### src/wot_pkg.sv
// Purpose: constants for the wait one-shot timer
// Assumes: apb slave, 32-bit data, one word per register
// Notes: register map and field positions live here only
// How it works
// RULE1: polarity bit picks active level, idle opposite
// RULE2: software keeps output switch bit zero
// RULE3: pin edge triggers only when enabled
// RULE4: edge select zero falling, one rising
// RULE5: upper four output control bits read zero
// RULE6: counting halted after reset
// RULE7: run clear or stop command reloads, halts
// RULE8: active flag rises after one-two source cycles
// RULE9: active flag falls after one-two source cycles
// RULE10: no other access during start/stop handshake
// RULE11: forced halt stops at once
// RULE12: one-shot flag changes after one-two cycles
// RULE13: opposing one-shot commands may settle either way
// RULE14: neighbour timer must be in counting mode
// RULE15: prescaler writes three source cycles apart
// RULE16: primary writes three prescaler underflows apart
// RULE17: prescaler and counter read as separate bytes
// RULE18: primary underflow loads secondary, secondary ends shot
// RULE19: interrupt request raised at pulse end
// RULE20: stopped writes load counters, running only reloads
// RULE21: source f1, f2, f8 or neighbour underflow
// RULE22: trigger pin synchronised before edge detection
`default_nettype none
package wot_pkg;
  localparam int ADDR_W = 8;
  localparam int DATA_W = 32;
  localparam int CNT_W  = 8;
  // register byte offsets
  localparam logic [7:0] OFF_CTRL = 8'h00;
  localparam logic [7:0] OFF_OSC  = 8'h04;
  localparam logic [7:0] OFF_IOC  = 8'h08;
  localparam logic [7:0] OFF_MODE = 8'h0C;
  localparam logic [7:0] OFF_PRE  = 8'h10;
  localparam logic [7:0] OFF_SEC  = 8'h14;
  localparam logic [7:0] OFF_PRI  = 8'h18;
  // timer_control_reg fields
  localparam int B_RUN  = 0;
  localparam int B_ACT  = 1;
  localparam int B_HALT = 2;
  // oneshot_control_reg fields
  localparam int B_OS_START = 0;
  localparam int B_OS_STOP  = 1;
  localparam int B_OS_ACT   = 2;
  // pulse_output_control fields
  localparam int B_POL  = 0;
  localparam int B_OSW  = 1;
  localparam int B_PTEN = 2;
  localparam int B_EDGE = 3;
  localparam int IOC_W  = 4;
  // count source select codes
  localparam logic [1:0] SRC_F1 = 2'h0;
  localparam logic [1:0] SRC_F2 = 2'h1;
  localparam logic [1:0] SRC_F8 = 2'h2;
  localparam logic [1:0] SRC_NB = 2'h3;
  localparam logic [2:0] DIV8_LAST = 3'h7;
  // reset values
  localparam logic [IOC_W-1:0] IOC_RST = 4'h0;
  localparam logic [1:0]       SRC_RST = SRC_F1;
  localparam logic [CNT_W-1:0] CNT_RST = 8'hFF;
  localparam logic [DATA_W-1:0] ZERO_W = 32'h0000_0000;
endpackage
`default_nettype wire

### src/count_if.sv
// Purpose: link between timer control and one down counter
// Assumes: single clock domain
// Notes: load has priority over decrement
`timescale 1ns/1ps
`default_nettype none
interface count_if #(parameter int W = 8);
  logic         load;
  logic [W-1:0] load_val;
  logic         dec;
  logic [W-1:0] value;
  logic         zero;
  modport ctrl (output load, output load_val, output dec, input value, input zero);
  modport cnt  (input load, input load_val, input dec, output value, output zero);
endinterface
`default_nettype wire

### src/reload_down_counter.sv
// Purpose: loadable down counter with zero detect
// Assumes: dec only meaningful when no load
// Notes: wraps below zero; caller reloads on underflow
`timescale 1ns/1ps
`default_nettype none
module reload_down_counter #(
  parameter int W = 8
) (
  // clock and reset
  input  wire logic core_clk,
  input  wire logic rst_n,
  // control side
  count_if.cnt      c
);
  import wot_pkg::*;

  logic [W-1:0] value_q;

  // load wins over decrement
  always_ff @(posedge core_clk)
  begin
    if (!rst_n)
      value_q <= W'(CNT_RST);
    else if (c.load)
      value_q <= c.load_val;
    else if (c.dec)
      value_q <= value_q - W'(1);
  end

  // live count and underflow hint
  assign c.value = value_q;
  assign c.zero  = (value_q == '0);
endmodule
`default_nettype wire

### src/wait_oneshot_timer.sv
// Purpose: prescaler plus reload timer in wait one-shot mode
// Assumes: apb master on core_clk; neighbour underflow is a core_clk pulse
// Notes: zero wait state apb; read data sampled in setup cycle
`timescale 1ns/1ps
`default_nettype none
module wait_oneshot_timer (
  // clock and reset
  input  wire logic                       core_clk,
  input  wire logic                       rst_n,
  // apb slave
  input  wire logic                       psel,
  input  wire logic                       penable,
  input  wire logic                       pwrite,
  input  wire logic [wot_pkg::ADDR_W-1:0] paddr,
  input  wire logic [wot_pkg::DATA_W-1:0] pwdata,
  output logic      [wot_pkg::DATA_W-1:0] prdata,
  output logic                            pready,
  output logic                            pslverr,
  // trigger and count source inputs
  input  wire logic                       trig_pin,
  input  wire logic                       nb_underflow,
  // outputs
  output logic                            pulse_out_pin,
  output logic                            irq
);
  import wot_pkg::*;

  logic              wr_en;
  logic              hit;
  logic              halt_wr;
  logic              os_start_wr;
  logic              os_stop_wr;
  logic [DATA_W-1:0] rd_d;
  logic [DATA_W-1:0] prdata_q;
  logic              run_q;
  logic [IOC_W-1:0]  ioc_q;
  logic [1:0]        src_q;
  logic [CNT_W-1:0]  pre_rld_q;
  logic [CNT_W-1:0]  sec_rld_q;
  logic [CNT_W-1:0]  pri_rld_q;
  logic [2:0]        div_q;
  logic              tick;
  logic              run_pend_q;
  logic              cnt_act_q;
  logic              pin_s1_q;
  logic              pin_s2_q;
  logic              pin_s3_q;
  logic              pin_edge;
  logic              trig_ev;
  logic              req_v_q;
  logic              req_val_q;
  logic              arm_v_q;
  logic              arm_val_q;
  logic              os_act_q;
  logic              running;
  logic              run_tick;
  logic              pre_uf;
  logic              main_uf;
  logic              phase_q;
  logic              end_ev;
  logic              out_q;
  logic              end_q;
  logic              irq_q;

  count_if #(.W(CNT_W)) pre_c ();
  count_if #(.W(CNT_W)) main_c ();

  // apb decode: access phase writes, always ready
  assign wr_en   = psel & penable & pwrite;
  assign hit     = (paddr[1:0] == 2'h0) && (paddr <= OFF_PRI);
  assign pready  = 1'b1;
  assign pslverr = psel & penable & ~hit;
  assign prdata  = prdata_q;

  // one-cycle command strobes
  // RULE11: forced halt strobe
  assign halt_wr     = wr_en && (paddr == OFF_CTRL) && pwdata[B_HALT];
  assign os_start_wr = wr_en && (paddr == OFF_OSC) && pwdata[B_OS_START];
  assign os_stop_wr  = wr_en && (paddr == OFF_OSC) && pwdata[B_OS_STOP];

  // read mux, sampled in the setup cycle
  always_comb
  begin
    rd_d = ZERO_W;
    case (paddr)
      OFF_CTRL:
      begin
        rd_d[B_RUN] = run_q;
        rd_d[B_ACT] = cnt_act_q;
      end
      OFF_OSC:  rd_d[B_OS_ACT] = os_act_q;
      // RULE5: upper bits stay zero
      OFF_IOC:  rd_d[IOC_W-1:0] = ioc_q;
      OFF_MODE: rd_d[1:0] = src_q;
      // RULE17: each half is its own word
      OFF_PRE:  rd_d[CNT_W-1:0] = pre_c.value;
      OFF_SEC:  rd_d[CNT_W-1:0] = sec_rld_q;
      OFF_PRI:  rd_d[CNT_W-1:0] = main_c.value;
      default:  rd_d = ZERO_W;
    endcase
  end

  // read data register
  always_ff @(posedge core_clk)
  begin
    if (!rst_n)
      prdata_q <= ZERO_W;
    else if (psel && !penable && !pwrite)
      prdata_q <= rd_d;
  end

  // run request; forced halt also drops it
  // RULE6: halted after reset
  always_ff @(posedge core_clk)
  begin
    if (!rst_n)
      run_q <= 1'b0;
    else if (halt_wr)
      run_q <= 1'b0;
    else if (wr_en && paddr == OFF_CTRL)
      run_q <= pwdata[B_RUN];
  end

  // configuration and reload registers
  // RULE20: reload registers always take writes
  always_ff @(posedge core_clk)
  begin
    if (!rst_n)
    begin
      ioc_q     <= IOC_RST;
      src_q     <= SRC_RST;
      pre_rld_q <= CNT_RST;
      sec_rld_q <= CNT_RST;
      pri_rld_q <= CNT_RST;
    end
    else if (wr_en)
    begin
      case (paddr)
        OFF_IOC:  ioc_q     <= pwdata[IOC_W-1:0];
        OFF_MODE: src_q     <= pwdata[1:0];
        OFF_PRE:  pre_rld_q <= pwdata[CNT_W-1:0];
        OFF_SEC:  sec_rld_q <= pwdata[CNT_W-1:0];
        OFF_PRI:  pri_rld_q <= pwdata[CNT_W-1:0];
        default:  ioc_q     <= ioc_q;
      endcase
    end
  end

  // free running divider for f2 and f8
  always_ff @(posedge core_clk)
  begin
    if (!rst_n)
      div_q <= 3'h0;
    else
      div_q <= div_q + 3'h1;
  end

  // count source tick
  // RULE21: source select
  always_comb
  begin
    case (src_q)
      SRC_F1:  tick = 1'b1;
      SRC_F2:  tick = div_q[0];
      SRC_F8:  tick = (div_q == DIV8_LAST);
      SRC_NB:  tick = nb_underflow;
      default: tick = 1'b1;
    endcase
  end

  // start/stop handshake: two source ticks from request to flag
  // RULE8: delayed rise
  // RULE9: delayed fall
  always_ff @(posedge core_clk)
  begin
    if (!rst_n || halt_wr)
    begin
      run_pend_q <= 1'b0;
      cnt_act_q  <= 1'b0;
    end
    else if (tick)
    begin
      run_pend_q <= run_q;
      cnt_act_q  <= run_pend_q;
    end
  end

  // trigger pin synchroniser and edge history
  // RULE22: two stages before edge logic
  always_ff @(posedge core_clk)
  begin
    if (!rst_n)
    begin
      pin_s1_q <= 1'b0;
      pin_s2_q <= 1'b0;
      pin_s3_q <= 1'b0;
    end
    else
    begin
      pin_s1_q <= trig_pin;
      pin_s2_q <= pin_s1_q;
      pin_s3_q <= pin_s2_q;
    end
  end

  // RULE4: edge polarity
  assign pin_edge = ioc_q[B_EDGE] ? (pin_s2_q & ~pin_s3_q) : (~pin_s2_q & pin_s3_q);
  // RULE3: pin gated by enable
  assign trig_ev  = os_start_wr | (ioc_q[B_PTEN] & pin_edge);

  // one-shot request pipeline, last command wins
  // RULE13: opposing commands overwrite the pending one
  always_ff @(posedge core_clk)
  begin
    if (!rst_n || halt_wr || !cnt_act_q)
    begin
      req_v_q   <= 1'b0;
      req_val_q <= 1'b0;
    end
    else if (os_stop_wr)
    begin
      req_v_q   <= 1'b1;
      req_val_q <= 1'b0;
    end
    else if (trig_ev)
    begin
      req_v_q   <= 1'b1;
      req_val_q <= 1'b1;
    end
    else if (tick)
      req_v_q <= 1'b0;
  end

  // second stage of the one-shot pipeline
  // RULE12: flag changes on the second tick after the command
  always_ff @(posedge core_clk)
  begin
    if (!rst_n || halt_wr || !cnt_act_q)
    begin
      arm_v_q   <= 1'b0;
      arm_val_q <= 1'b0;
    end
    else if (tick)
    begin
      arm_v_q   <= req_v_q;
      arm_val_q <= req_val_q;
    end
  end

  // one-shot active flag; a start landing with the end wins
  // RULE7: run clear or stop drops the shot
  always_ff @(posedge core_clk)
  begin
    if (!rst_n || halt_wr || !cnt_act_q)
      os_act_q <= 1'b0;
    else if (tick && arm_v_q)
      os_act_q <= arm_val_q;
    else if (end_ev)
      os_act_q <= 1'b0;
  end

  assign running  = cnt_act_q & os_act_q;
  assign run_tick = running & tick;
  assign pre_uf   = run_tick & pre_c.zero;
  assign main_uf  = pre_uf & main_c.zero;
  // RULE18: secondary underflow ends the shot
  assign end_ev   = main_uf & phase_q;

  // counters track reload values while not running
  // RULE7: reload on stop
  // RULE20: stopped writes reach the counters
  assign pre_c.load      = ~running | pre_uf;
  assign pre_c.load_val  = pre_rld_q;
  assign pre_c.dec       = run_tick;
  // RULE18: primary underflow loads secondary
  assign main_c.load     = ~running | main_uf;
  assign main_c.load_val = (running && !phase_q) ? sec_rld_q : pri_rld_q;
  assign main_c.dec      = pre_uf;

  // prescaler counter
  reload_down_counter #(.W(CNT_W)) u_pre (
    .core_clk (core_clk),
    .rst_n    (rst_n),
    .c        (pre_c)
  );

  // primary and secondary period counter
  reload_down_counter #(.W(CNT_W)) u_main (
    .core_clk (core_clk),
    .rst_n    (rst_n),
    .c        (main_c)
  );

  // period phase: 0 wait, 1 pulse
  always_ff @(posedge core_clk)
  begin
    if (!rst_n || !running)
      phase_q <= 1'b0;
    else if (main_uf)
      phase_q <= ~phase_q;
  end

  // pulse pin and interrupt request, both from flops
  // the pulse covers the whole secondary period, the last tick included
  // RULE1: polarity applied to pulse
  // RULE19: request at pulse end
  always_ff @(posedge core_clk)
  begin
    if (!rst_n)
    begin
      out_q <= 1'b0;
      end_q <= 1'b0;
      irq_q <= 1'b0;
    end
    else
    begin
      out_q <= ((running & phase_q) ^ ioc_q[B_POL]);
      end_q <= end_ev; // request lines up with the pin going idle
      irq_q <= end_q;
    end
  end

  assign pulse_out_pin = out_q;
  assign irq           = irq_q;
endmodule
`default_nettype wire

### config.mk
export PLATFORM = sky130hd
export DESIGN_NAME = wait_oneshot_timer
export DESIGN_NICKNAME = d
export VERILOG_FILES = /design/src/wot_pkg.sv /design/src/count_if.sv /design/src/reload_down_counter.sv /design/src/wait_oneshot_timer.sv
export SDC_FILE = /design/constraint.sdc
export NUM_CORES = 1
export LEC_CHECK = 0
export BUFFER_PORTS_ARGS = -buffer_cell sky130_fd_sc_hd__buf_2
export CORE_UTILIZATION = 30
export DETAILED_ROUTE_END_ITERATION = 6
export PLACE_DENSITY = 0.48
export SKIP_LAST_GASP = 1
export SLEW_MARGIN = 20
export SYNTH_ARGS = -nofsm -noshare
export SYNTH_HDL_FRONTEND = slang
export SYNTH_HIERARCHICAL = 1
export SYNTH_SLANG_ARGS = --single-unit
### constraint.sdc
create_clock -name core_clk -period 3.05 [get_ports core_clk]
set_input_delay 0.61 -clock core_clk [delete_from_list [all_inputs] [get_ports core_clk]]
set_output_delay 0.61 -clock core_clk [all_outputs]
set_load 0.03 [all_outputs]
# Word level (Yosys, flattened, before mapping)
# Cells that the tools add are included.
# classes
add_sub_neg	3
magnitude_cmp	1
eq_ne	10
n_mux	16
bitwise	22
reduce_logical	35
# op_table
cell	n
8-bit 2-to-1 mux	5
8-bit by 5-bit equality test with 1-bit output, second input constant	3
8-bit logical NOT	3
8-bit by 4-bit equality test with 1-bit output, second input constant	2
8-bit by 1-bit subtractor with 8-bit output, second input constant	2
1-bit AND	12
2-bit case mux with 6 select lines	1
4-bit case mux with 3 select lines	1
1-bit logical AND	10
2-bit AND reduction	5
8-bit by 3-bit equality test with 1-bit output, second input constant	1
8-bit by 5-bit less-or-equal comparator with 1-bit output, second input constant	1
1-bit case mux with 4 select lines	2
1-bit logical NOT	6
1-bit 2-to-1 mux	6
1-bit NOT	6
2-bit nonzero test	3
1-bit case mux with 5 select lines	1
2-bit equality test, second input constant	2
2-bit logical NOT	2
2-bit OR reduction	2
3-bit by 1-bit adder with 3-bit output, second input constant	1
3-bit equality test, second input constant	1
1-bit logical OR	3
4 further kinds	6
# word_totals
ff_bits	72
output_inout_bits	36
elab_cells	111

# Depth between registers and ports, before layout
# Gate-level depths: netlist of run 1.
# depth
ltp_word	8
mapped_depth	10
mapped_depth_nobuf	9

# Modules after synthesis
# Netlist of run 1, hierarchy kept.
# modules_own_cells
module	n_inst	cells_each	area_per_inst_um2	seq_area_each_um2
wait_oneshot_timer	1	316	2922.8	1121.1
reload_down_counter	2	60	514.2	160.2

# Worst setup path after synthesis of run 1
# No wires, ideal clock.
# synth_timing
path_kind	register to register
start	register u_pre.value_q[4] (netlist: u_pre/c.value[4])
end	register u_main.value_q[7] (netlist: u_main/c.value[7])
setup_time_ns	0.122
arrival_ns	2.465
required_time_ns	2.928
setup_slack_ns	0.464
stages_incl_launch_ff	7
path_buffers	1
cell_sequence	dfxtp_1 or4_4 nor4b_1 and3_1 buf_4 or4b_1 o311a_1
# synth_between
elab_chain_cells	5
word_cells_on_any_way	6
cone_classes	mux (1); bitwise (3); reduce/logical (2)
# synth_lines
element	line_no	rtl
from (decl)	reload_down_counter.sv:17	logic [W-1:0] value_q;
from (signal assigned)	reload_down_counter.sv:23	value_q <= W'(CNT_RST);
from (signal assigned)	reload_down_counter.sv:25	value_q <= c.load_val;
from (signal assigned)	reload_down_counter.sv:27	value_q <= value_q - W'(1);
8-bit logical NOT *	reload_down_counter.sv:32	assign c.zero = (value_q == '0);
via pre_c.zero	count_if.sv:11	logic zero;
1-bit AND *	wait_oneshot_timer.sv:264	assign pre_uf = run_tick & pre_c.zero;
via main_c.dec	count_if.sv:9	logic dec;
1-bit AND	wait_oneshot_timer.sv:265	assign main_uf = pre_uf & main_c.zero;
1-bit bitwise OR	wait_oneshot_timer.sv:276	assign main_c.load = ~running | main_uf;
8-bit 2-to-1 mux or 2-bit nonzero test (tied branches)	--	
to (signal assigned)	reload_down_counter.sv:23	
to (signal assigned)	reload_down_counter.sv:25	
to (signal assigned)	reload_down_counter.sv:27	
to (decl)	reload_down_counter.sv:17	
# The timed path passes the listed nets; every way through them passes the cells marked *.
# A chain may end at the register's enable or synchronous reset.

# Worst setup path after layout of run 1
# layout_timing
start	register u_pre.value_q[4] (netlist: u_pre/c.value[4])
end	register u_main.value_q[3] (netlist: u_main/c.value[3])
# Same word-level chain as after synthesis.

==> metrics.txt, run 1 <==
min Tclk post-route=2.79 ns; min-delay src=pin_s1_q; WP data required=3.26 ns; CP max FO=6; sequential share of the synthesized area=36.5%; core area=12700 µm²; die area=13600 µm²; Mapped Avg Cell Area=9.06 µm²; Area contributors post-synth=dfxtp_1 (36%), mux2i_1 (11%), nor2b_1 (5.7%); # hold bufs at CTS=0; Post-synth EDFFs=0; crit path DAT=3.00 ns; adder-cell share of the synthesized area=1.90%; first-pass GRT wire length=15300 µm; multiplexer share of the synthesized area=14.0%; FF-to-FF setup slack=0.26 ns; Top cell by count, worst path=nor4b_1; worst reg2reg path startpoint=u_pre/c.value[4]; routed length on met1=4530 µm; fin crit share=91.4%; gr ovfl total=0; hpwl dp=6990 µm; Top Ports=83; Max Clock Freq=359 MHz; Yosys top cell by area=dfxtp_1; Synth Warn #=6; Max-slew headroom=47.6%; sink of the worst hold path=pin_s2_q; largest family of logic cells by synthesized area=simple AND/OR/NAND/NOR gates; top sig layer=met4; CTS buffer count=9; Clk Latency, worst-skew pair=0.34 ns; Root Buffer=clkbuf_16; P_leak=1.90 nW; vias=3142; post-synth top area share=36.5%; CP max stage cell=or4_4; Crit. End Element=flop; Yosys reg bits=72; Synth Area in XOR/XNOR=0.887%; die width=117 µm; Hold Path Class=reg2reg; CP startpoint kind=flop; count of final hold-check violations=0; antenna violations before repair=0; GRT Resource Usage Total=15.1%; Netlist Area Pre-Place=3950 µm²; Cells after DPL=625; Layout Skew=0.00544 ns; FF-to-FF path depth=7; ant diodes=0; DRC Markers=0; DRT Pass-1 Iters=4; Max-cap violations=0; row count=41; GPL Wtd Cong=0.756; H-tree depth=3; post-synthesis cell count=436; CTS Sinks=72; Fillers=1328; RSZ-0062 raised after global routing=false; Slowest Stage Delay on Critical Path=0.59 ns; clock slew at reported path FFs=0.06 ns; WL/cell=14.9 µm; worst slew pin tran=0.785 ns; ys flop type=dfxtp_1; layout cells sized above 1=18.1%; final setup fails=0; Resized Gates After CTS=0; Final ANT Viol Nets=0; DR WL met2=4400 µm; met3 wire length=456 µm; Cell variety after synth=56; Post-Route WL=9530 µm; vias per cell=4.90; crit-path cells=or4_4 > nor4b_1 > buf_4 > and3_1 > or4b_1 > nor4b_1 > a311oi_1; kind of critical path=reg2reg; ys async rst share=0%; setup tns final=0 ns; Die Y=117 µm; simple-gate area share of the yosys netlist=26.2%; CTS tree=yes; fin cells=641; Hold Path Depth=1; Pwr Density=488 nW/µm²; initial DRC count=152; Layout Nets=517; RR Endpoint=u_main/c.value[3]; number of setup buffers added after CTS=0; hold_ws=0.435 ns; Tot Pwr=2.19 mW; vias in the first global route=2908; compound-gate portion of the synthesized area=11.6%; outcome=completed; largest net degree at the start of global routing=29; Area Overhead vs Synth=13.5%; CTS Buffer Depth=2; maximum VDD drop=0.245 mV; I/O Buffers=33; Initial Utilization=31.1%; Pins Over Slew Limit=0
## worst max-delay path by stage
stage / start / to / slack (ns) / cells past startpoint
3_3_place_gp: u_pre/c.value[4] / u_main/c.value[4] / 0.29 / 8
2_1_floorplan: u_pre/c.value[4] / u_main/c.value[7] / 0.46 / 6
4_1_cts: u_pre/c.value[4] / u_main/c.value[4] / 0.24 / 8
6_report: u_pre/c.value[4] / u_main/c.value[3] / 0.26 / 7
3_5_place_dp: u_pre/c.value[4] / u_main/c.value[4] / 0.28 / 8
5_1_grt: u_pre/c.value[4] / u_main/c.value[4] / 0.13 / 8
## worst max-delay path, delay by kind of cell (launching register included)
family / cells / cell delay, ns
flops: 1 / 0.36
simple gates: 5 / 2.03
compound gates: 1 / 0.08
buf+inv: 1 / 0.19
## sequential cells by signal, indices dropped and copies added (netlist names), 2 cells and up
name / cells
pri_rld_q: 8
div_q: 3
sec_rld_q: 8
u_pre/c.value: 8
pre_c.load_val: 8
prdata: 8
u_main/c.value: 8
ioc_q: 4
src_q: 2
## synthesized netlist by cell type, types with 3 or more instances
cell      number
nand4_1        5
nor3_1         7
or4_4          3
nor2b_1       36
a41oi_1        3
nand3_2        3
nand3_1       13
a21oi_1       14
o21ai_0       13
o31ai_1        4
clkbuf_1      11
buf_2          4
dfxtp_1       72
a311oi_1       4
o211ai_1       7
or3_1          4
or4b_1         4
nor2_1        24
mux2_2         9
and2_1        11
nor4b_1        5
a21o_1         3
ha_1           6
inv_1          7
mux2i_1       45
o311a_1        4
nand3b_1       4
nand2_1       33
buf_4         29
and3b_1        5
and3_1         5
or3b_2         3
## final cells by class
type	instances	area (µm²)	share of cell area [%]
multi-input cells	329	2250	50.2
flip-flops and latches	72	1440	32.2
repair buffers	43	240	5.36
clock buffers	9	225	5.02
well taps	172	215	4.80
clock inverters	7	78.8	1.76
inverters	9	33.8	0.754
## where the power goes
| group | switching (mW) | internal, mW |
|---|---|---|
| Sequential | 0.00200 | 0.945 |
| Clock | 0.444 | 0.643 |
| Combinational | 0.112 | 0.0408 |
## cell usage in the layout (no fill, tap or decap), drive strengths merged, types with 6 or more instances in the layout
master and instances:
nor3 7, nand3 16, mux2 9, nor2b 36, a21oi 15, conb 25
and2 11, mux2i 45, clkbuf 9, nor2 24, ha 6, or3 6
nand2 33, inv 12, buf 43, dfxtp 72, o21ai 13, o211ai 7
## per-layer routing
metal,up-vias,GRT usage [%]
li1,1567,-
met1,1474,19.3
met2,90,24.5
met3,11,4.00
met4,0,5.74
met5,-,0
## cells by family after synthesis
logic type | after synthesis
buffers and inverters | 58
other | 2
AOI/OAI and AO/OA | 65
xor gates and xnor gates | 4
adders and majority gates | 6
and+or+nand+nor | 175
muxes | 54
DFF | 72
## metrics by stage
stage	util (%)	setup slack, ns	area, µm²
2_1_floorplan	-	0.464	4040
3_3_place_gp	32.8	0.287	4180
3_5_place_dp	32.8	0.276	4180
4_1_cts	35.2	0.236	4480
5_1_grt	35.2	0.133	4480
6_report	35.2	0.263	4480
Note: power is estimated with default switching activity, not from simulation.
==> run 2: changes to the inputs <==
--- a/config.mk
+++ b/config.mk
@@ -6,12 +6,11 @@
 export NUM_CORES = 1
 export LEC_CHECK = 0
 export BUFFER_PORTS_ARGS = -buffer_cell sky130_fd_sc_hd__buf_2
+export CORE_ASPECT_RATIO = 0.75
 export CORE_UTILIZATION = 30
 export DETAILED_ROUTE_END_ITERATION = 6
 export PLACE_DENSITY = 0.48
 export SKIP_LAST_GASP = 1
-export SLEW_MARGIN = 20
 export SYNTH_ARGS = -nofsm -noshare
 export SYNTH_HDL_FRONTEND = slang
-export SYNTH_HIERARCHICAL = 1
 export SYNTH_SLANG_ARGS = --single-unit
==> metrics.txt, run 2 <==
Post-synth EDFFs=0; crit path DAT=2.82 ns; CTS Buffer Depth=2; Yosys top cell by area=dfxtp_1; I/O Buffers=33; first-pass GRT wire length=15700 µm; Area contributors post-synth=dfxtp_1 (39%), mux2i_1 (10%), nand2_1 (6.4%); ys async rst share=0%; Seq pwr share=43.8%; commonest non-fill, non-tap cell in the layout=dfxtp_1; number of setup buffers added after CTS=0; Resized Gates After CTS=0; CP max FO=10; Cell variety after synth=55; Layout Nets=508; ys flop type=dfxtp_1; CTS tree=yes; hpwl dp=7460 µm; P_leak=1.83 nW; Pins Over Slew Limit=0; Top Ports=83; vias per cell=5.04; vias=3139; Crit. End Element=flop; ant diodes=0; WL/cell=16.4 µm; CTS buffer count=9; Layout Skew=0.00675 ns; Hold Path Class=reg2reg; Final ANT Viol Nets=0; Yosys reg bits=72; WP data required=3.24 ns; RSZ-0062 raised after global routing=false; P_sw=0.508 mW; Clk pwr share=49.9%; most common cell in the netlist=dfxtp_1; antenna violations before repair=0; most instantiated cells after synthesis=dfxtp_1 (72), nand2_1 (63), mux2i_1 (37), buf_4 (25), nand3_1 (25); clock slew at reported path FFs=0.06 ns; gr ovfl total=0; DRC Markers=0; Root Buffer=clkbuf_16; Netlist Area Pre-Place=3680 µm²; GRT Resource Usage Total=16.7%; Max Clock Freq=379 MHz; Initial Utilization=31.3%; largest net degree at the start of global routing=40; core area=11800 µm²; maximum VDD drop=0.284 mV; Area Overhead vs Synth=15.7%; CP startpoint kind=flop; fin cells=623; setup tns final=0 ns; row count=34; Mapped Avg Cell Area=8.67 µm²; post-synth top area share=39.1%; crit-path cells=inv_1 > ha_1 > or4b_4 > or4_4 > o31ai_4 > and3_2 > o31ai_1; count of final hold-check violations=0; Max-cap violations=0; CTS Sinks=72; CP max stage cell=or4b_4; outcome=completed; die area=12700 µm²; Internal=1.66 mW; sequential share of the synthesized area=39.1%; post-synthesis cell count=425; Post-Route WL=10200 µm; fin crit share=86.5%; # hold bufs at CTS=0; layout cells sized above 1=16.1%; DRT Pass-1 Iters=5; Gate power share=6.3%; Sw Ratio=23.5%; Pwr Density=508 nW/µm²; vias in the first global route=2711; initial DRC count=203; worst slew pin tran=0.781 ns; Die Y=98.0 µm; Clk Latency, worst-skew pair=0.34 ns; Slowest Stage Delay on Critical Path=0.49 ns; final setup fails=0; GPL Wtd Cong=0.790; kind of critical path=reg2reg; most frequent cells in the layout=dfxtp_1 (72), nand2_1 (63), mux2i_1 (37), buf_2 (33); Max-slew headroom=47.2%; Synth Warn #=0; Cells after DPL=607; min Tclk post-route=2.64 ns; H-tree depth=3; die width=130 µm
run 2: cell types whose count changed in the layout (fill, tap and decap cells not counted), moves of 5 or more:
cell,change
nor2b_1,-21
and3b_1,-5
a22o_1,+8
nand2_1,+30
nand3_1,+12
mux2i_1,-8
o211ai_1,-6
a32oi_1,+5
run 2: per-layer routing:
| metal | routed length, µm | share of wire [%] | global-route usage [%] | vias to the layer above |
|---|---|---|---|---|
| li1 | - | - | - | 1528 |
| met2 | 3920 | 38 | 21.0 | 109 |
| met5 | 0 | 0 | 0 | - |
| met1 | 5600 | 55 | 26.8 | 1490 |
| met4 | 103 | 1.0 | 4.65 | 0 |
| met3 | 625 | 6.1 | 4.33 | 12 |
run 2: path summary, 6_finish.rpt:
path / endpoint / slack [ns] / startpoint / depth (start not counted)
worst max-delay path: u_main.c.value[7] / 0.41 / u_main.c.value[0] / 7
worst min-delay path: pin_s2_q / 0.43 / pin_s1_q / 1
worst min register to register: pin_s2_q / 0.43 / pin_s1_q / 1
worst max register to register: u_main.c.value[7] / 0.41 / u_main.c.value[0] / 7
run 2: through the flow:
step / hold WS (ns) / instance area (µm²) / utilization (%) / setup WS [ns] / power [mW]
CTS: 0.431 / 4260 / 36.2 / 0.424 / 2.18
global route: 0.453 / 4260 / 36.2 / 0.283 / 2.24
global placement: 0.414 / 3950 / 33.5 / 0.455 / 1.10
floorplan: 0.412 / 3770 / - / 0.599 / 1.09
finish: 0.430 / 4260 / 36.2 / 0.411 / 2.16
detailed placement: 0.417 / 3950 / 33.5 / 0.429 / 1.10
run 2: layout make-up:
| type | instances | area, µm² |
|---|---|---|
| repair buffers | 45 | 255 |
| fillers | 1245 | 7520 |
| multi-input cells | 321 | 2030 |
| clock inverters | 5 | 55.1 |
| flip-flops and latches | 72 | 1440 |
| inverters | 7 | 26.3 |
| clock buffers | 11 | 253 |
| well taps | 162 | 203 |
run 2: logic make-up after synthesis:
family          Yosys count  synth area share, %
mux                      45                 13.1
flops                    72                 39.1
compound gates           73                 14.2
buf+inv                  55                 8.19
xor+xnor                  4                0.951
other cells               2                0.204
fa+ha+maj                 5                 1.70
simple gates            169                 22.5
run 2: power by group through the flow:
stage               clock network (mW)  logic, mW  registers, mW
finish                            1.08      0.136          0.948
global placement                     0      0.134          0.969
CTS                               1.10      0.135          0.948
detailed placement                   0      0.134          0.969
global route                      1.15      0.147          0.948
floorplan                            0      0.119          0.968
run 2: critical path, delay by kind of cell, from the launching register on:
| kind | cells | cell delay [ns] |
|---|---|---|
| flip-flops | 1 | 0.38 |
| AO/OA/AOI/OAI | 2 | 0.55 |
| adder cells (fa/ha/maj) | 1 | 0.21 |
| AND/OR/NAND/NOR | 3 | 1.25 |
| buffers and inverters | 1 | 0.09 |
==> run 3: changes to the inputs <==
--- a/config.mk
+++ b/config.mk
@@ -10,6 +10,7 @@
 export CORE_UTILIZATION = 30
 export DETAILED_ROUTE_END_ITERATION = 6
 export PLACE_DENSITY = 0.48
+export REMOVE_ABC_BUFFERS = 1
 export SKIP_LAST_GASP = 1
 export SYNTH_ARGS = -nofsm -noshare
 export SYNTH_HDL_FRONTEND = slang
==> metrics.txt, run 3 (same netlist as run 2, synthesis figures left out) <==
outcome=completed; met2 GRT Util=21.1%; Max-slew headroom=50.4%; CP max FO=10; fin crit share=84.3%; WP data required=3.25 ns; Die Y=98.0 µm; hpwl dp=7230 µm; first-pass GRT wire length=16000 µm; crit-path cells=inv_1 > ha_1 > or4b_4 > or4_4 > o31ai_4 > mux2i_1 > a31oi_1; crit path DAT=2.77 ns; worst slew pin tran=0.734 ns; initial DRC count=228; Area Overhead vs Synth=17.6%; I/O Buffers=33; GRT Resource Usage Total=16.9%; Layout Nets=510; maximum VDD drop=0.313 mV; Resized Gates After CTS=0; die area=12700 µm²; CP startpoint kind=flop; CP top delay family=simple AND/OR/NAND/NOR gates; WL/cell=16.3 µm; vias=3133; Fillers=1219; CTS tree=yes; GR peak layer=met1; most frequent cells in the layout=dfxtp_1 (72), nand2_1 (63), mux2i_1 (37), buf_2 (33); core area=11800 µm²; CP bufs+invs=1; row count=34; CTS Sinks=72; commonest non-fill, non-tap cell in the layout=dfxtp_1; P_leak=1.87 nW; Slowest Stage Delay on Critical Path=0.49 ns; Pwr Density=546 nW/µm²; Crit. End Element=flop; Top Ports=83; final setup fails=0; CP max stage cell=or4b_4; Pins Over Slew Limit=0; Initial Utilization=31.3%; count of final hold-check violations=0; Max-cap violations=0; RSZ-0062 raised after global routing=false; H-tree depth=3; DRC Markers=0; vias per cell=5.01; die width=130 µm; CTS Buffer Depth=2; DRT Pass-1 Iters=4; GPL Wtd Cong=0.804; kind of critical path=reg2reg; clock slew at reported path FFs=0.06 ns; Hold Path Class=reg2reg; Layout Skew=0.00732 ns; number of setup buffers added after CTS=0; setup tns final=0 ns; vias in the first global route=2793; Max Clock Freq=389 MHz; largest net degree at the start of global routing=27; hold_ws=0.437 ns; Final ANT Viol Nets=0; met3 Use GR=4.88%; Clk Latency, worst-skew pair=0.34 ns; # hold bufs at CTS=0; gr ovfl total=0; layout cells sized above 1=16.4%; ant diodes=0; min Tclk post-route=2.57 ns; CTS buffer count=9; Post-Route WL=10200 µm; met1 usage=26.6%; antenna violations before repair=0; Root Buffer=clkbuf_16
-- run 3: cell types whose count changed in the layout (fill, tap and decap cells not counted) --
cell / before / now
clkinv_2: 2 / 0
clkinv_4: 0 / 1
clkinvlp_4: 2 / 0
buf_4: 12 / 14
bufinv_16: 1 / 3
clkbuf_8: 2 / 3
-- run 3: area by class of cell --
type                       count  area, µm²  area share (%)
clock buffer                  12        267            6.15
clock inverter                 4       98.8            2.28
tap                          162        203            4.68
sequential                    72       1440            33.3
multi-input combinational    321       2030            46.8
timing repair buffer          47        270            6.24
inverter                       7       26.3           0.606
-- run 3: worst paths after layout --
kind                      from                 to  slack (ns)  cells after the start
min                   pin_s1_q           pin_s2_q        0.44                      1
max          u_main.c.value[0]  u_main.c.value[2]        0.48                      7
max reg2reg  u_main.c.value[0]  u_main.c.value[2]        0.48                      7
min reg2reg           pin_s1_q           pin_s2_q        0.44                      1
-- run 3: through the flow --
stage          util, %  worst slack (ns)  cell area, µm²  power [mW]  std cells
2_1_floorplan        -             0.655            3490        1.04        400
3_3_place_gp      33.7             0.496            3970        1.10        609
3_5_place_dp      33.7             0.492            3970        1.10        609
4_1_cts           36.8             0.486            4330        2.39        625
5_1_grt           36.8             0.363            4330        2.45        625
6_report          36.8             0.478            4330        2.37        625
-- run 3: routing by layer --
metal,vias to the layer above,part of all wire (%)
li1,1534,-
met3,7,6.3
met2,119,38
met1,1473,55
met4,0,0.92
met5,-,0
-- run 3: power by group --
part / internal (mW) / switching (mW) / leakage, nW
clock: 0.867 / 0.415 / 0.179
sequential: 0.946 / 0.00245 / 0.583
combinational: 0.0361 / 0.0999 / 1.11
